==> config.mk <==
export PLATFORM = sky130hd
export DESIGN_NAME = sdcke_tracker
export DESIGN_NICKNAME = d
export VERILOG_FILES = /design/src/logic/sdcke_pkg.sv /design/src/logic/sdcke_tracker.sv
export SDC_FILE = /design/constraint.sdc
export NUM_CORES = 1
export LEC_CHECK = 0
export BUFFER_PORTS_ARGS = -buffer_cell sky130_fd_sc_hd__buf_2
export CORE_MARGIN = 4
export CORE_UTILIZATION = 32
export DETAILED_ROUTE_END_ITERATION = 8
export PLACE_DENSITY = 0.5
export SLEW_MARGIN = 25
export SYNTH_ARGS = -nofsm -noshare
export SYNTH_HDL_FRONTEND = slang
export SYNTH_SLANG_ARGS = --single-unit
==> constraint.sdc <==
create_clock -name sys_clk -period 1.8 [get_ports sys_clk]
set_clock_uncertainty 0.15 [all_clocks]
set_input_delay 0.36 -clock sys_clk [delete_from_list [all_inputs] [get_ports sys_clk]]
set_output_delay 0.36 -clock sys_clk [all_outputs]
set_load 0.05 [all_outputs]
==> src/logic/sdcke_pkg.sv <==
// Purpose: Shared constants for the DDR2 command and CKE tracker
// Assumes: 100 MHz sys_clk
// Notes: Clock period in ns; wait and lock times given directly in clock cycles
package sdcke_pkg;

    // Command decode on (rasN, casN, weN)
    localparam logic [2:0] CMD_NOP = 3'h7;
    localparam logic [2:0] CMD_READ = 3'h5;
    localparam logic [2:0] CMD_WRITE = 3'h4;
    localparam logic [2:0] CMD_MRS = 3'h0;

    // Mode register select on bank address
    localparam logic [1:0] BA_MR = 2'h0;
    localparam logic [1:0] BA_EMR = 2'h1;

    localparam int CLK_PERIOD_NS = 10;
    // Least wait after CKE low before clock change
    localparam int FREQ_WAIT_CLK = 2;
    // DLL lock time, clocks
    localparam int DLL_LOCK_CLK = 200;
    localparam logic [7:0] DLL_LOCK_CNT = 8'(DLL_LOCK_CLK);
    localparam logic [1:0] FREQ_WAIT_CNT = 2'(FREQ_WAIT_CLK);

    // Burst length fixed at reset, in command cycles (BL/2)
    localparam logic [2:0] BURST_CYC_RST = 3'h4;
    // DLL reset bit position in EMRS address word
    localparam int DLL_RST_BIT = 8;

    typedef enum logic [2:0]
    {
        ST_RUN = 3'b000,
        ST_PWRDN = 3'b001,
        ST_LOST = 3'b010,
        ST_REINIT = 3'b011,
        ST_RELOCK = 3'b100
    } sdcke_state_t;

endpackage

==> src/logic/sdcke_tracker.sv <==
// Purpose: Device-side command decode and CKE / clock-change tracking
// Assumes: Pins pass a two-stage synchroniser; one clock only
// Notes: Models state of the memory, not the array itself
`timescale 1ns/10ps

module sdcke_tracker
(
    input wire logic sys_clk, // 100 MHz clock
    input wire logic resetn, // Sync reset, active low
    input wire logic ckePin, // Clock enable pin
    input wire logic csN, // Chip select, active low
    input wire logic rasN, // Row strobe, active low
    input wire logic casN, // Column strobe, active low
    input wire logic weN, // Write enable, active low
    input wire logic [1:0] bankAddr, // Bank address
    input wire logic [12:0] addr, // Address bus
    input wire logic initDone, // Init steps complete
    input wire logic allBanksIdle, // No row open
    output logic dataLost, // Array contents not guaranteed
    output logic ready, // Normal operation allowed
    output logic pwrDown, // In precharge power-down
    output logic freqChangeOk, // Clock may now change
    output logic dllLocked, // DLL has relocked
    output logic burstBusy, // Burst in progress
    output logic nopSeen // NOP or deselect registered
);

    ////////////////////////////////////////////////////////////////
    // Pin synchronisers
    logic [6:0] syncA_reg, syncB_reg;
    logic cke, cs_n, ras_n, cas_n, we_n;
    logic [1:0] baS_reg, baQ_reg;
    logic [12:0] adS_reg, adQ_reg;

    always_ff @(posedge sys_clk)
    begin
        syncA_reg <= {ckePin, csN, rasN, casN, weN, initDone, allBanksIdle};
        syncB_reg <= syncA_reg;
        baS_reg <= bankAddr;
        baQ_reg <= baS_reg;
        adS_reg <= addr;
        adQ_reg <= adS_reg;
    end

    assign cke = syncB_reg[6];
    assign cs_n = syncB_reg[5];
    assign ras_n = syncB_reg[4];
    assign cas_n = syncB_reg[3];
    assign we_n = syncB_reg[2];

    ////////////////////////////////////////////////////////////////
    // Command decode
    logic [2:0] cmd;
    logic isNop, isRd, isWr, isEmrsDll;
    assign cmd = {ras_n, cas_n, we_n};
    // Deselect ignores the strobes entirely
    assign isNop = cs_n || (cmd == sdcke_pkg::CMD_NOP);
    assign isRd = !cs_n && cmd == sdcke_pkg::CMD_READ;
    assign isWr = !cs_n && cmd == sdcke_pkg::CMD_WRITE;
    assign isEmrsDll = !cs_n && cmd == sdcke_pkg::CMD_MRS
        && baQ_reg == sdcke_pkg::BA_EMR
        && adQ_reg[sdcke_pkg::DLL_RST_BIT];

    ////////////////////////////////////////////////////////////////
    // State
    sdcke_pkg::sdcke_state_t state_reg, state_next;
    logic ckeQ_reg, ckeQ_next;
    logic lost_reg, lost_next;
    logic [2:0] burst_reg, burst_next;
    logic [1:0] waitCnt_reg, waitCnt_next;
    logic [7:0] lockCnt_reg, lockCnt_next;
    logic nop_reg, nop_next;
    logic activeOp;

    // Any operation that needs CKE held high
    assign activeOp = burst_reg != 3'h0 || !syncB_reg[0];

    always_comb
    begin
        state_next = state_reg;
        ckeQ_next = cke;
        lost_next = lost_reg;
        burst_next = burst_reg;
        waitCnt_next = waitCnt_reg;
        lockCnt_next = lockCnt_reg;
        nop_next = isNop;
        // NOP leaves a running burst counting down
        if (burst_reg != 3'h0)
            burst_next = burst_reg - 3'h1;
        else if ((isRd || isWr) && cke && state_reg == sdcke_pkg::ST_RUN)
            burst_next = sdcke_pkg::BURST_CYC_RST;
        unique case (state_reg)
            sdcke_pkg::ST_RUN:
            begin
                if (ckeQ_reg && !cke)
                begin
                    // Drop mid-operation is the async event
                    if (activeOp)
                    begin
                        lost_next = 1'b1;
                        state_next = sdcke_pkg::ST_LOST;
                        burst_next = 3'h0;
                    end
                    else if (isNop && syncB_reg[0])
                    begin
                        state_next = sdcke_pkg::ST_PWRDN;
                        waitCnt_next = 2'h0;
                    end
                end
            end
            sdcke_pkg::ST_PWRDN:
            begin
                if (waitCnt_reg != sdcke_pkg::FREQ_WAIT_CNT)
                    waitCnt_next = waitCnt_reg + 2'h1;
                if (cke)
                    state_next = sdcke_pkg::ST_RELOCK;
            end
            sdcke_pkg::ST_LOST:
            begin
                // Clocks must be stable before CKE returns
                if (cke)
                    state_next = sdcke_pkg::ST_REINIT;
            end
            sdcke_pkg::ST_REINIT:
            begin
                if (syncB_reg[1])
                begin
                    state_next = sdcke_pkg::ST_RUN;
                    lost_next = 1'b0;
                end
            end
            sdcke_pkg::ST_RELOCK:
            begin
                // Count starts at the DLL reset; only NOPs meanwhile
                if (isEmrsDll)
                    lockCnt_next = sdcke_pkg::DLL_LOCK_CNT;
                else if (lockCnt_reg > 8'h1)
                    lockCnt_next = lockCnt_reg - 8'h1;
                else if (lockCnt_reg == 8'h1)
                begin
                    lockCnt_next = 8'h0;
                    state_next = sdcke_pkg::ST_RUN;
                end
            end
            default:
                state_next = sdcke_pkg::ST_LOST;
        endcase
    end

    always_ff @(posedge sys_clk)
    begin
        if (!resetn)
        begin
            state_reg <= sdcke_pkg::ST_REINIT;
            ckeQ_reg <= 1'b0;
            lost_reg <= 1'b1;
            burst_reg <= 3'h0;
            waitCnt_reg <= 2'h0;
            lockCnt_reg <= 8'h0;
            nop_reg <= 1'b0;
        end
        else
        begin
            state_reg <= state_next;
            ckeQ_reg <= ckeQ_next;
            lost_reg <= lost_next;
            burst_reg <= burst_next;
            waitCnt_reg <= waitCnt_next;
            lockCnt_reg <= lockCnt_next;
            nop_reg <= nop_next;
        end
    end

    ////////////////////////////////////////////////////////////////
    // Registered outputs, one cycle after the state they show
    always_ff @(posedge sys_clk)
    begin
        if (!resetn)
        begin
            dataLost <= 1'b1;
            ready <= 1'b0;
            pwrDown <= 1'b0;
            freqChangeOk <= 1'b0;
            dllLocked <= 1'b0;
            burstBusy <= 1'b0;
            nopSeen <= 1'b0;
        end
        else
        begin
            dataLost <= lost_reg;
            ready <= state_reg == sdcke_pkg::ST_RUN;
            pwrDown <= state_reg == sdcke_pkg::ST_PWRDN;
            freqChangeOk <= state_reg == sdcke_pkg::ST_PWRDN
                && waitCnt_reg == sdcke_pkg::FREQ_WAIT_CNT;
            // Re-init also resets the DLL, so no lock until it ends
            dllLocked <= state_reg == sdcke_pkg::ST_RUN
                || state_reg == sdcke_pkg::ST_PWRDN;
            burstBusy <= burst_reg != 3'h0;
            nopSeen <= nop_reg;
        end
    end

endmodule

After elaboration in Yosys (flattened, before gate mapping)
Cells that the tools add are included.
- $add $sub $neg: 3
- magnitude comparators: 1
- eq/ne operators: 23
- multiplexer cells: 27
- reduce and logical (&&, ||, !) cells: 27
- operator list (cell ; count):
    $mux 3 ; 14
    $mux 8 ; 3
    $ne 2x2->1 const B ; 10
    $pmux 3 s5 ; 1
    $eq 3x3->1 const B ; 4
    $logic_and 1x1->1 ; 10
    $eq 8x1->1 const B ; 1
    $gt 8x1->1 const B ; 1
    $mux 2 ; 4
    $reduce_and 8->1 ; 1
    $sub 8x1->8 const B ; 1
    $eq 3x2->1 const B ; 2
    $logic_not 3->1 ; 2
    $reduce_bool 3->1 ; 2
    $reduce_and 5->1 ; 1
    $logic_or 1x1->1 ; 4
    $ne 2x1->1 const B ; 2
    $pmux 2 s2 ; 1
    $reduce_and 4->1 ; 1
    $reduce_bool 2->1 ; 2
    $eq 3x1->1 const B ; 1
    $logic_not 1->1 ; 3
    $mux 1 ; 3
    $ne 3x2->1 const B ; 1
    other kinds (6) ; 6
- flip-flop bits (word level): 62
- word-level logic and storage cells: 101

Depth between registers and ports, before layout
Gate-level depths: netlist of the first run.
- depth after elaboration: 10
- gate-level depth with buffers: 8
- mapped depth without buffers: 8

Least setup slack after synthesis of the first run
OpenSTA, ideal clock, no wires.
- path kind: reg-to-reg
- start point: register lockCnt_reg[0]
- end point: register lockCnt_reg[1]
- library setup time: 70 ps
- data arrival time: 1516 ps
- slack: 64 ps
- stages on the path, launching flop included: 7
- clock period less this slack: 1736 ps
- cells stage by stage: dfxtp_1 inv_1 ha_1 o211ai_1 nand2_1 or3_1 a21boi_1
- cells in the longest elaborated chain, start to end: 3
- RTL lines (what ; RTL line ; text):
    start: declaration ; sdcke_tracker.sv:71 ; logic [7:0] lockCnt_reg, lockCnt_next;
    start signal: assignment ; sdcke_tracker.sv:169 ; lockCnt_reg <= lockCnt_next;
    $sub 8x1->8 (tied with other cells) ; sdcke_tracker.sv:138 ; lockCnt_next = lockCnt_reg - 8'h1;
    $mux 8 or $reduce_bool 3->1 (tied branches) ; - ;
    $mux 8 or $reduce_and 2->1 (tied branches) ; - ;
Parallel ways exist; a longest one is shown, timed or not.
A chain may end at the register's enable or synchronous reset.

Worst setup path after layout of the first run
- start point: register lockCnt_reg[7]
- end point: register lockCnt_reg[0]
- cells in the longest elaborated chain, start to end: 3
- RTL lines (what ; RTL line):
    $gt 8x1->1 or $eq 8x1->1 (tied branches) ; sdcke_tracker.sv:137, sdcke_tracker.sv:139
    $reduce_bool 3->1 (no source line) or $mux 8 (tied branches) ; -
    $reduce_and 2->1 (no source line) or $mux 8 (tied branches) ; -
Parallel ways exist; a longest one is shown, timed or not.

==> out/metrics.cfg, run 1 <==
[worst_setup_path]
crit_chain=nor4_4 -> nand4b_4 -> o21ai_4 -> nor2_1 -> a31o_1
cp_top_family=simple AND/OR/NAND/NOR gates
crit_slowest_cell=dfxtp_4
worstPathRequired_ns=1.85
path_max_fanout=6
endpoint_kind=register
crit_path_start_kind=register
r2r-start=lockCnt_reg[7]
worstSetupStartpoint=lockCnt_reg[7]
cp_data_arrival_time_ns=1.76
slowest_delay_ns=0.37
critPathKind=register to register
crit_buf_inv=0

[timing]
setup_viol=0
max_freq_mhz=584
finalSetupTns_ns=0
post-route-min-period_ns=1.71
period_share_pct=95.1
final.setup.worst_slack_ns=0.0883
slew_headroom_pct=70.1
drv_slew=0
hold_viol=0
tightest_slew_ns=0.445
hold_slack_ns=0.0105

[hold_path]
min_from=bankAddr[0]
hp-class=primary input to register

[clock_tree]
cts_root_buf=clkbuf_8
clkTransAtPathRegs_ns=0.09
cts_max_level=2
clock_latency_ns=0.30
cts_buffers=5
clockBufferDepth=2
cts_tree=built
clock-sinks=46

[finish]
post-route-util_pct=41.8
final_cell_mix=dfxtp_1, nand2_1, buf_2
n_antenna_cell=0
largest_register_ffs=8
final_area_um2=2130
finalNetCount=237
syn_to_final_growth_pct=26.5
fill_cells=499
final_common_cell=dfxtp_1
drive_above_1_share_pct=24.4

[place]
portBuffers=18
routabilityCongestion=0.773
dpl_worst_slack_ns=0.00148
place_area_um2=1900
dp_hpwl_um=2320

[yosys]
netlist_instances=170
yosysTopAreaCell=dfxtp_1
syn_avg_cell_area_um2=9.92
synth_edf_count=0
synth_warnings=0
ys_async_sr_fraction_pct=0
syn_nets=199
synthTopCellsByArea=dfxtp_1, nand2_1, ha_1
seq_area_frac_synth_pct=54.6
synth_top_area_share_pct=54.6
syn_area_um2=1690
ys_types=39
yosys_most_used_dff=dfxtp_1
synth-seq-cells=46

[die]
pin_count=31
die_h_um=80.6
core_region_area_um2=5110
std_cell_rows=26
chipWidth_um=80.6
initial_core_util_pct=33.0
die_area_um2=6500

[grt]
antenna_found_initial=0
grt_max_degree=15
grt_overflow_total=0
track_usage_pct=11.1
grt_pass1_wl_um=5640
grt_pass1_vias=1279

[run]
max_cap_violations=0

[drt]
drt-vias-per-instance=4.69
postRouteAntennaNets=0
drc_errors=0
wl_per_cell_um=11.3
first_pass_iters=4
dr.first_iter.drc_count=74
vias=1309
wirelength_um=3150

[power_and_ir_drop]
p_leak_nw=0.889
power_density_nw_per_um2=1010
vdd_drop_max_mv=0.556

[status]
status=finished clean

through the flow:
step / std cells / power, mW
6_report: 279 / 2.15
3_3_place_gp: 261 / 1.47
3_5_place_dp: 261 / 1.51
5_1_grt: 279 / 2.30
4_1_cts: 276 / 2.17
2_1_floorplan: 170 / 1.42
synthesized netlist by cell type (5+ instances only):
cell / number
and2_1: 5
dfxtp_1: 46
ha_1: 5
inv_1: 8
nand2_1: 19
nand3_1: 6
nor2_1: 12
nor2b_1: 5
nor3_1: 10
o21ai_0: 8
layer usage:
layer	track usage, %	vias to the layer above	part of all wire (%)
met5	0	-	0
met1	13.6	603	47
met3	3.48	6	4.8
met4	4.90	0	1.7
li1	-	673	-
met2	17.7	27	46
cell families (layout without fill, tap and decap cells):
family,Yosys count,in the layout,share of synthesized area [%]
AO/OA/AOI/OAI,27,27,11.4
adder cells (fa/ha/maj),5,5,3.71
buffers and inverters,13,52,3.49
flip-flops,46,46,54.6
multiplexers,4,4,2.45
AND/OR/NAND/NOR,75,75,24.4
layout make-up:
type	count	area [um^2]	area share [%]
Sequential cell	46	926	43.4
Multi-Input combinational cell	111	747	35.0
Inverter	8	30.0	1.41
Clock inverter	2	12.5	0.587
Clock buffer	6	82.6	3.87
Tap cell	70	87.6	4.11
Timing Repair Buffer	36	248	11.6
repair_timing:
| action | CTS | global route |
|---|---|---|
| hold endpoints to repair | 7 | 2 |
| buffers inserted | 0 | 2 |
| hold buffers | 7 | 2 |
| setup endpoints to repair | 1 | 9 |
| gates resized for setup | 1 | 12 |
| pin swaps | 0 | 6 |
power breakdown:
part	total (mW)	switching, mW	internal, mW	leakage, nW
registers	1.14	0.0428	1.10	0.383
logic	0.363	0.203	0.159	0.459
clock network	0.650	0.341	0.309	0.0472
total	2.15	0.587	1.56	0.889
path summary, 6_finish.rpt:
| kind | end | slack, ns | depth (start not counted) |
|---|---|---|---|
| min | baS_reg[0] | 0.01 | 1 |
| max reg2reg | lockCnt_reg[0] | 0.09 | 5 |
| min reg2reg | baQ_reg[0] | 0.18 | 0 |
| max | lockCnt_reg[0] | 0.09 | 5 |
Note: power is estimated with default switching activity, not from simulation.
==> run 2: changes to the inputs <==
--- a/config.mk
+++ b/config.mk
@@ -8,7 +8,9 @@
 export BUFFER_PORTS_ARGS = -buffer_cell sky130_fd_sc_hd__buf_2
 export CORE_MARGIN = 4
 export CORE_UTILIZATION = 32
+export CTS_BUF_LIST = sky130_fd_sc_hd__clkbuf_8 sky130_fd_sc_hd__clkbuf_16
 export DETAILED_ROUTE_END_ITERATION = 8
+export MAX_ROUTING_LAYER = met4
 export PLACE_DENSITY = 0.5
 export SLEW_MARGIN = 25
 export SYNTH_ARGS = -nofsm -noshare
==> out/metrics.cfg, run 2 (synthesis gave the netlist of run 1 again) <==
[grt]
grt_overflow_total=0
grt_max_degree=16
grt_pass1_vias=1253
antenna_found_initial=0
grtUsageMet2_pct=17.5
grt_pass1_wl_um=5440
track_usage_pct=10.9
met3_usage_pct=3.70
met1_usage_pct=12.9
grt_busiest_layer=met2

[status]
status=finished clean

[worst_setup_path]
crit_path_start_kind=register
reg2reg_to=lockCnt_reg[2]
endpoint_kind=register
path_max_fanout=6
cp_data_arrival_time_ns=1.78
r2r-start=lockCnt_reg[7]
r2r_slack_ns=0.06
r2r_cells=5
critPathKind=register to register
worstSetupStartpoint=lockCnt_reg[7]
worstPathRequired_ns=1.84

[timing]
finalSetupTns_ns=0
drv_slew=0
setup_viol=0
hold_slack_ns=0.0125
slew_headroom_pct=71.2
tightest_slew_ns=0.428
period_share_pct=96.6
rsz0062_at_grt=yes
hold_viol=0
max_freq_mhz=575
post-route-min-period_ns=1.74
final.setup.worst_slack_ns=0.0615

[hold_path]
min_from=ckePin
hp-class=primary input to register
whs_endpoint=syncA_reg[6]
holdPathStages=1

[die]
die_h_um=80.6
chipWidth_um=80.6
std_cell_rows=26
initial_core_util_pct=33.0
pin_count=31
die_area_um2=6500
core_region_area_um2=5110

[power_and_ir_drop]
power_density_nw_per_um2=1020
p_leak_nw=0.872
vdd_drop_max_mv=0.601
p_total_mw=2.15

[finish]
largest_register_ffs=8
syn_to_final_growth_pct=24.9
finalNetCount=235
final_cell_mix=dfxtp_1, nand2_1, buf_2
drive_above_1_share_pct=24.6
fill_cells=517
fin_cells=277
n_antenna_cell=0
final_common_cell=dfxtp_1

[clock_tree]
clkTransAtPathRegs_ns=0.09
cts_buffers=5
clockBufferDepth=2
clock_latency_ns=0.29
cts_max_level=2
postCtsSetupRepairBufs=0
clock-sinks=46
cts_tree=built
cts_root_buf=clkbuf_8

[drt]
wirelength_um=3140
dr.first_iter.drc_count=69
vias=1306
wl_per_cell_um=11.3
drt-vias-per-instance=4.71
drc_errors=0
first_pass_iters=4
postRouteAntennaNets=0

[place]
dp_hpwl_um=2340
dp.cells=261
portBuffers=18
dpl_worst_slack_ns=0.0453
routabilityCongestion=0.799

[run]
max_cap_violations=0

==> run 2: worst max path at each step <==
stage | endpoint | slack (ns) | depth (start not counted)
after floorplan | lockCnt_reg[1] | 0.06 | 6
after global placement | lockCnt_reg[1] | 0.05 | 6
after detailed placement | lockCnt_reg[1] | 0.05 | 6
after CTS | lockCnt_reg[1] | 0.01 | 6
after global routing | lockCnt_reg[0] | -0.04 | 5
final | lockCnt_reg[2] | 0.06 | 5
==> run 2: area by class of cell <==
type	count	area, um^2	area share (%)
clock inverters	3	18.8	0.891
repair buffers	34	230	10.9
inverters	8	30.0	1.43
clock buffers	5	68.8	3.27
flip-flops and latches	46	925	43.9
well taps	70	87.6	4.16
multi-input cells	111	746	35.4
==> run 2: critical path, cell delays in order, from the launching register on <==
cell      delay [ns]
dfxtp_2         0.36
nor4_4          0.34
nand4b_4        0.16
o21ai_2         0.26
nor2_1          0.13
a32o_1          0.23
==> run 2: per-stage QoR <==
step / util (%) / area, um^2
3_5_place_dp: 37.1 / 1900
2_1_floorplan: - / 1690
6_report: 41.2 / 2110
4_1_cts: 38.8 / 1980
3_3_place_gp: 37.1 / 1900
5_1_grt: 41.2 / 2110
==> run 2: where the power goes <==
part	leakage, nW	total [mW]	switching [mW]	internal (mW)
clock	0.0483	0.616	0.343	0.273
combinational	0.441	0.388	0.212	0.176
sequential	0.383	1.14	0.0438	1.10
total	0.872	2.15	0.599	1.55
==> run 2: routing by layer <==
metal	share of wire, %	wire length, um
met1	45	1420
met2	47	1490
met3	6.5	204
met4	0.92	29
met5	0	0
==> run 2: what timing repair did <==
action,4_1_cts,5_1_grt
hold buffers,0,8
setup endpoints to repair,0,9
gates resized for setup,0,11
hold endpoints to repair,0,8
==> run 3: changes to the inputs <==
--- a/config.mk
+++ b/config.mk
@@ -6,12 +6,14 @@
 export NUM_CORES = 1
 export LEC_CHECK = 0
 export BUFFER_PORTS_ARGS = -buffer_cell sky130_fd_sc_hd__buf_2
+export CELL_PAD_IN_SITES_DETAIL_PLACEMENT = 1
+export CELL_PAD_IN_SITES_GLOBAL_PLACEMENT = 1
 export CORE_MARGIN = 4
 export CORE_UTILIZATION = 32
 export CTS_BUF_LIST = sky130_fd_sc_hd__clkbuf_8 sky130_fd_sc_hd__clkbuf_16
 export DETAILED_ROUTE_END_ITERATION = 8
 export MAX_ROUTING_LAYER = met4
-export PLACE_DENSITY = 0.5
+export PLACE_DENSITY = 0.62
 export SLEW_MARGIN = 25
 export SYNTH_ARGS = -nofsm -noshare
 export SYNTH_HDL_FRONTEND = slang
==> out/metrics.cfg, run 3 (synthesis gave the netlist of run 1 again) <==
[status]
status=finished clean

[grt]
antenna_found_initial=0
grt_max_degree=15
grt_overflow_total=0
track_usage_pct=13.8
grt_pass1_wl_um=6730
grt_pass1_vias=1426

[timing]
max_freq_mhz=562
tightest_slew_ns=0.480
period_share_pct=98.9
slew_headroom_pct=67.8
setup_viol=0
hold_viol=0
final.setup.worst_slack_ns=0.0200
drv_slew=0
post-route-min-period_ns=1.78
hold_slack_ns=0.0131

[hold_path]
hp-class=primary input to register

[finish]
syn_to_final_growth_pct=27.1
finalNetCount=237
fin_cells=279
post-route-util_pct=42.0
final_common_cell=dfxtp_1
drive_above_1_share_pct=26.3
n_antenna_cell=0
final_cell_mix=dfxtp_1, nand2_1, buf_2
largest_register_ffs=8

[power_and_ir_drop]
swShare_pct=28.0
p_switching_mw=0.590
clkPwrFrac_pct=28.6
p_leak_nw=0.886
p_total_mw=2.11
vdd_drop_max_mv=0.527
comb_power_share_pct=17.4
power_density_nw_per_um2=984
pwr-share-seq_pct=54.0
internal_power_mw=1.52

[place]
routabilityCongestion=0.766
dp.cells=262
dp_hpwl_um=2900
dpl_worst_slack_ns=-0.0661
portBuffers=18

[clock_tree]
cts_tree=built
clkTransAtPathRegs_ns=0.08
clock-sinks=46
cts_max_level=2
clock_latency_ns=0.29
cts_root_buf=clkbuf_8
clockBufferDepth=2
cts_buffers=5

[die]
die_area_um2=6500
std_cell_rows=26
core_region_area_um2=5110
initial_core_util_pct=33.0
chipWidth_um=80.6
die_h_um=80.6
pin_count=31

[drt]
drt-vias-per-instance=4.82
vias=1344
postRouteAntennaNets=0
wirelength_um=3860
first_pass_iters=4
wl_per_cell_um=13.8
drc_errors=0
dr.first_iter.drc_count=60

[worst_setup_path]
worstPathRequired_ns=1.83
endpoint_kind=register
cp_data_arrival_time_ns=1.81
critPathKind=register to register
path_max_fanout=4
crit_path_start_kind=register

[run]
max_cap_violations=0

==> run 3: cell count changes in the layout (fill, tap and decap cells not counted), sizes merged <==
cell | previous run | this run
buf | 26 | 28
==> run 3: critical path, cell delays in order, from the launching register on <==
cell and delay, ns:
dfxtp_4 0.36, nor4_4 0.38, nand4b_4 0.18, o21a_4 0.27, buf_6 0.12, o21ai_0 0.14, nor3_1 0.06
==> run 3: area by class of cell <==
type,instances,area [um^2]
tap,70,87.6
inverter,8,30.0
sequential,46,928
clock inverter,3,17.5
timing repair buffer,36,249
fill,595,2960
clock buffer,5,68.8
multi-input combinational,111,762
==> run 3: path summary, 6_finish.rpt <==
path         depth (start not counted)  slack (ns)              to            from
max                                  6        0.02  lockCnt_reg[3]  lockCnt_reg[3]
min                                  1        0.01      adS_reg[8]         addr[8]
max reg2reg                          6        0.02  lockCnt_reg[3]  lockCnt_reg[3]
min reg2reg                          0        0.18    syncB_reg[2]    syncA_reg[2]
==> run 3: timing repair <==
action,4_1_cts,5_1_grt
hold endpoints to repair,4,4
hold buffers,4,4
resized for setup,1,17
buffers inserted,0,1
setup endpoints to repair,5,10
pin swaps,2,8
==> run 3: power groups by stage <==
stage	Combinational, mW	Sequential, mW	Clock, mW
final	0.367	1.14	0.603
after floorplan	0.220	1.20	0
after detailed placement	0.354	1.17	0
after global placement	0.317	1.16	0
after CTS	0.360	1.14	0.635
after global routing	0.424	1.15	0.672
==> run 3: per-stage QoR <==
stage / TNS (ns) / cell area, um^2
2_1_floorplan: 0 / 1690
3_3_place_gp: 0 / 1900
3_5_place_dp: -0.123 / 1900
4_1_cts: -0.0983 / 2030
5_1_grt: -0.112 / 2140
6_report: 0 / 2140
==> run 3: metal layers <==
layer	up-vias	track usage (%)	share of wire, %	wire (um)
li1	676	-	-	-
met1	635	15.7	44	1690
met2	24	23.8	50	1930
met3	9	3.48	4.4	169
met4	0	4.56	1.8	68
met5	-	-	0	0
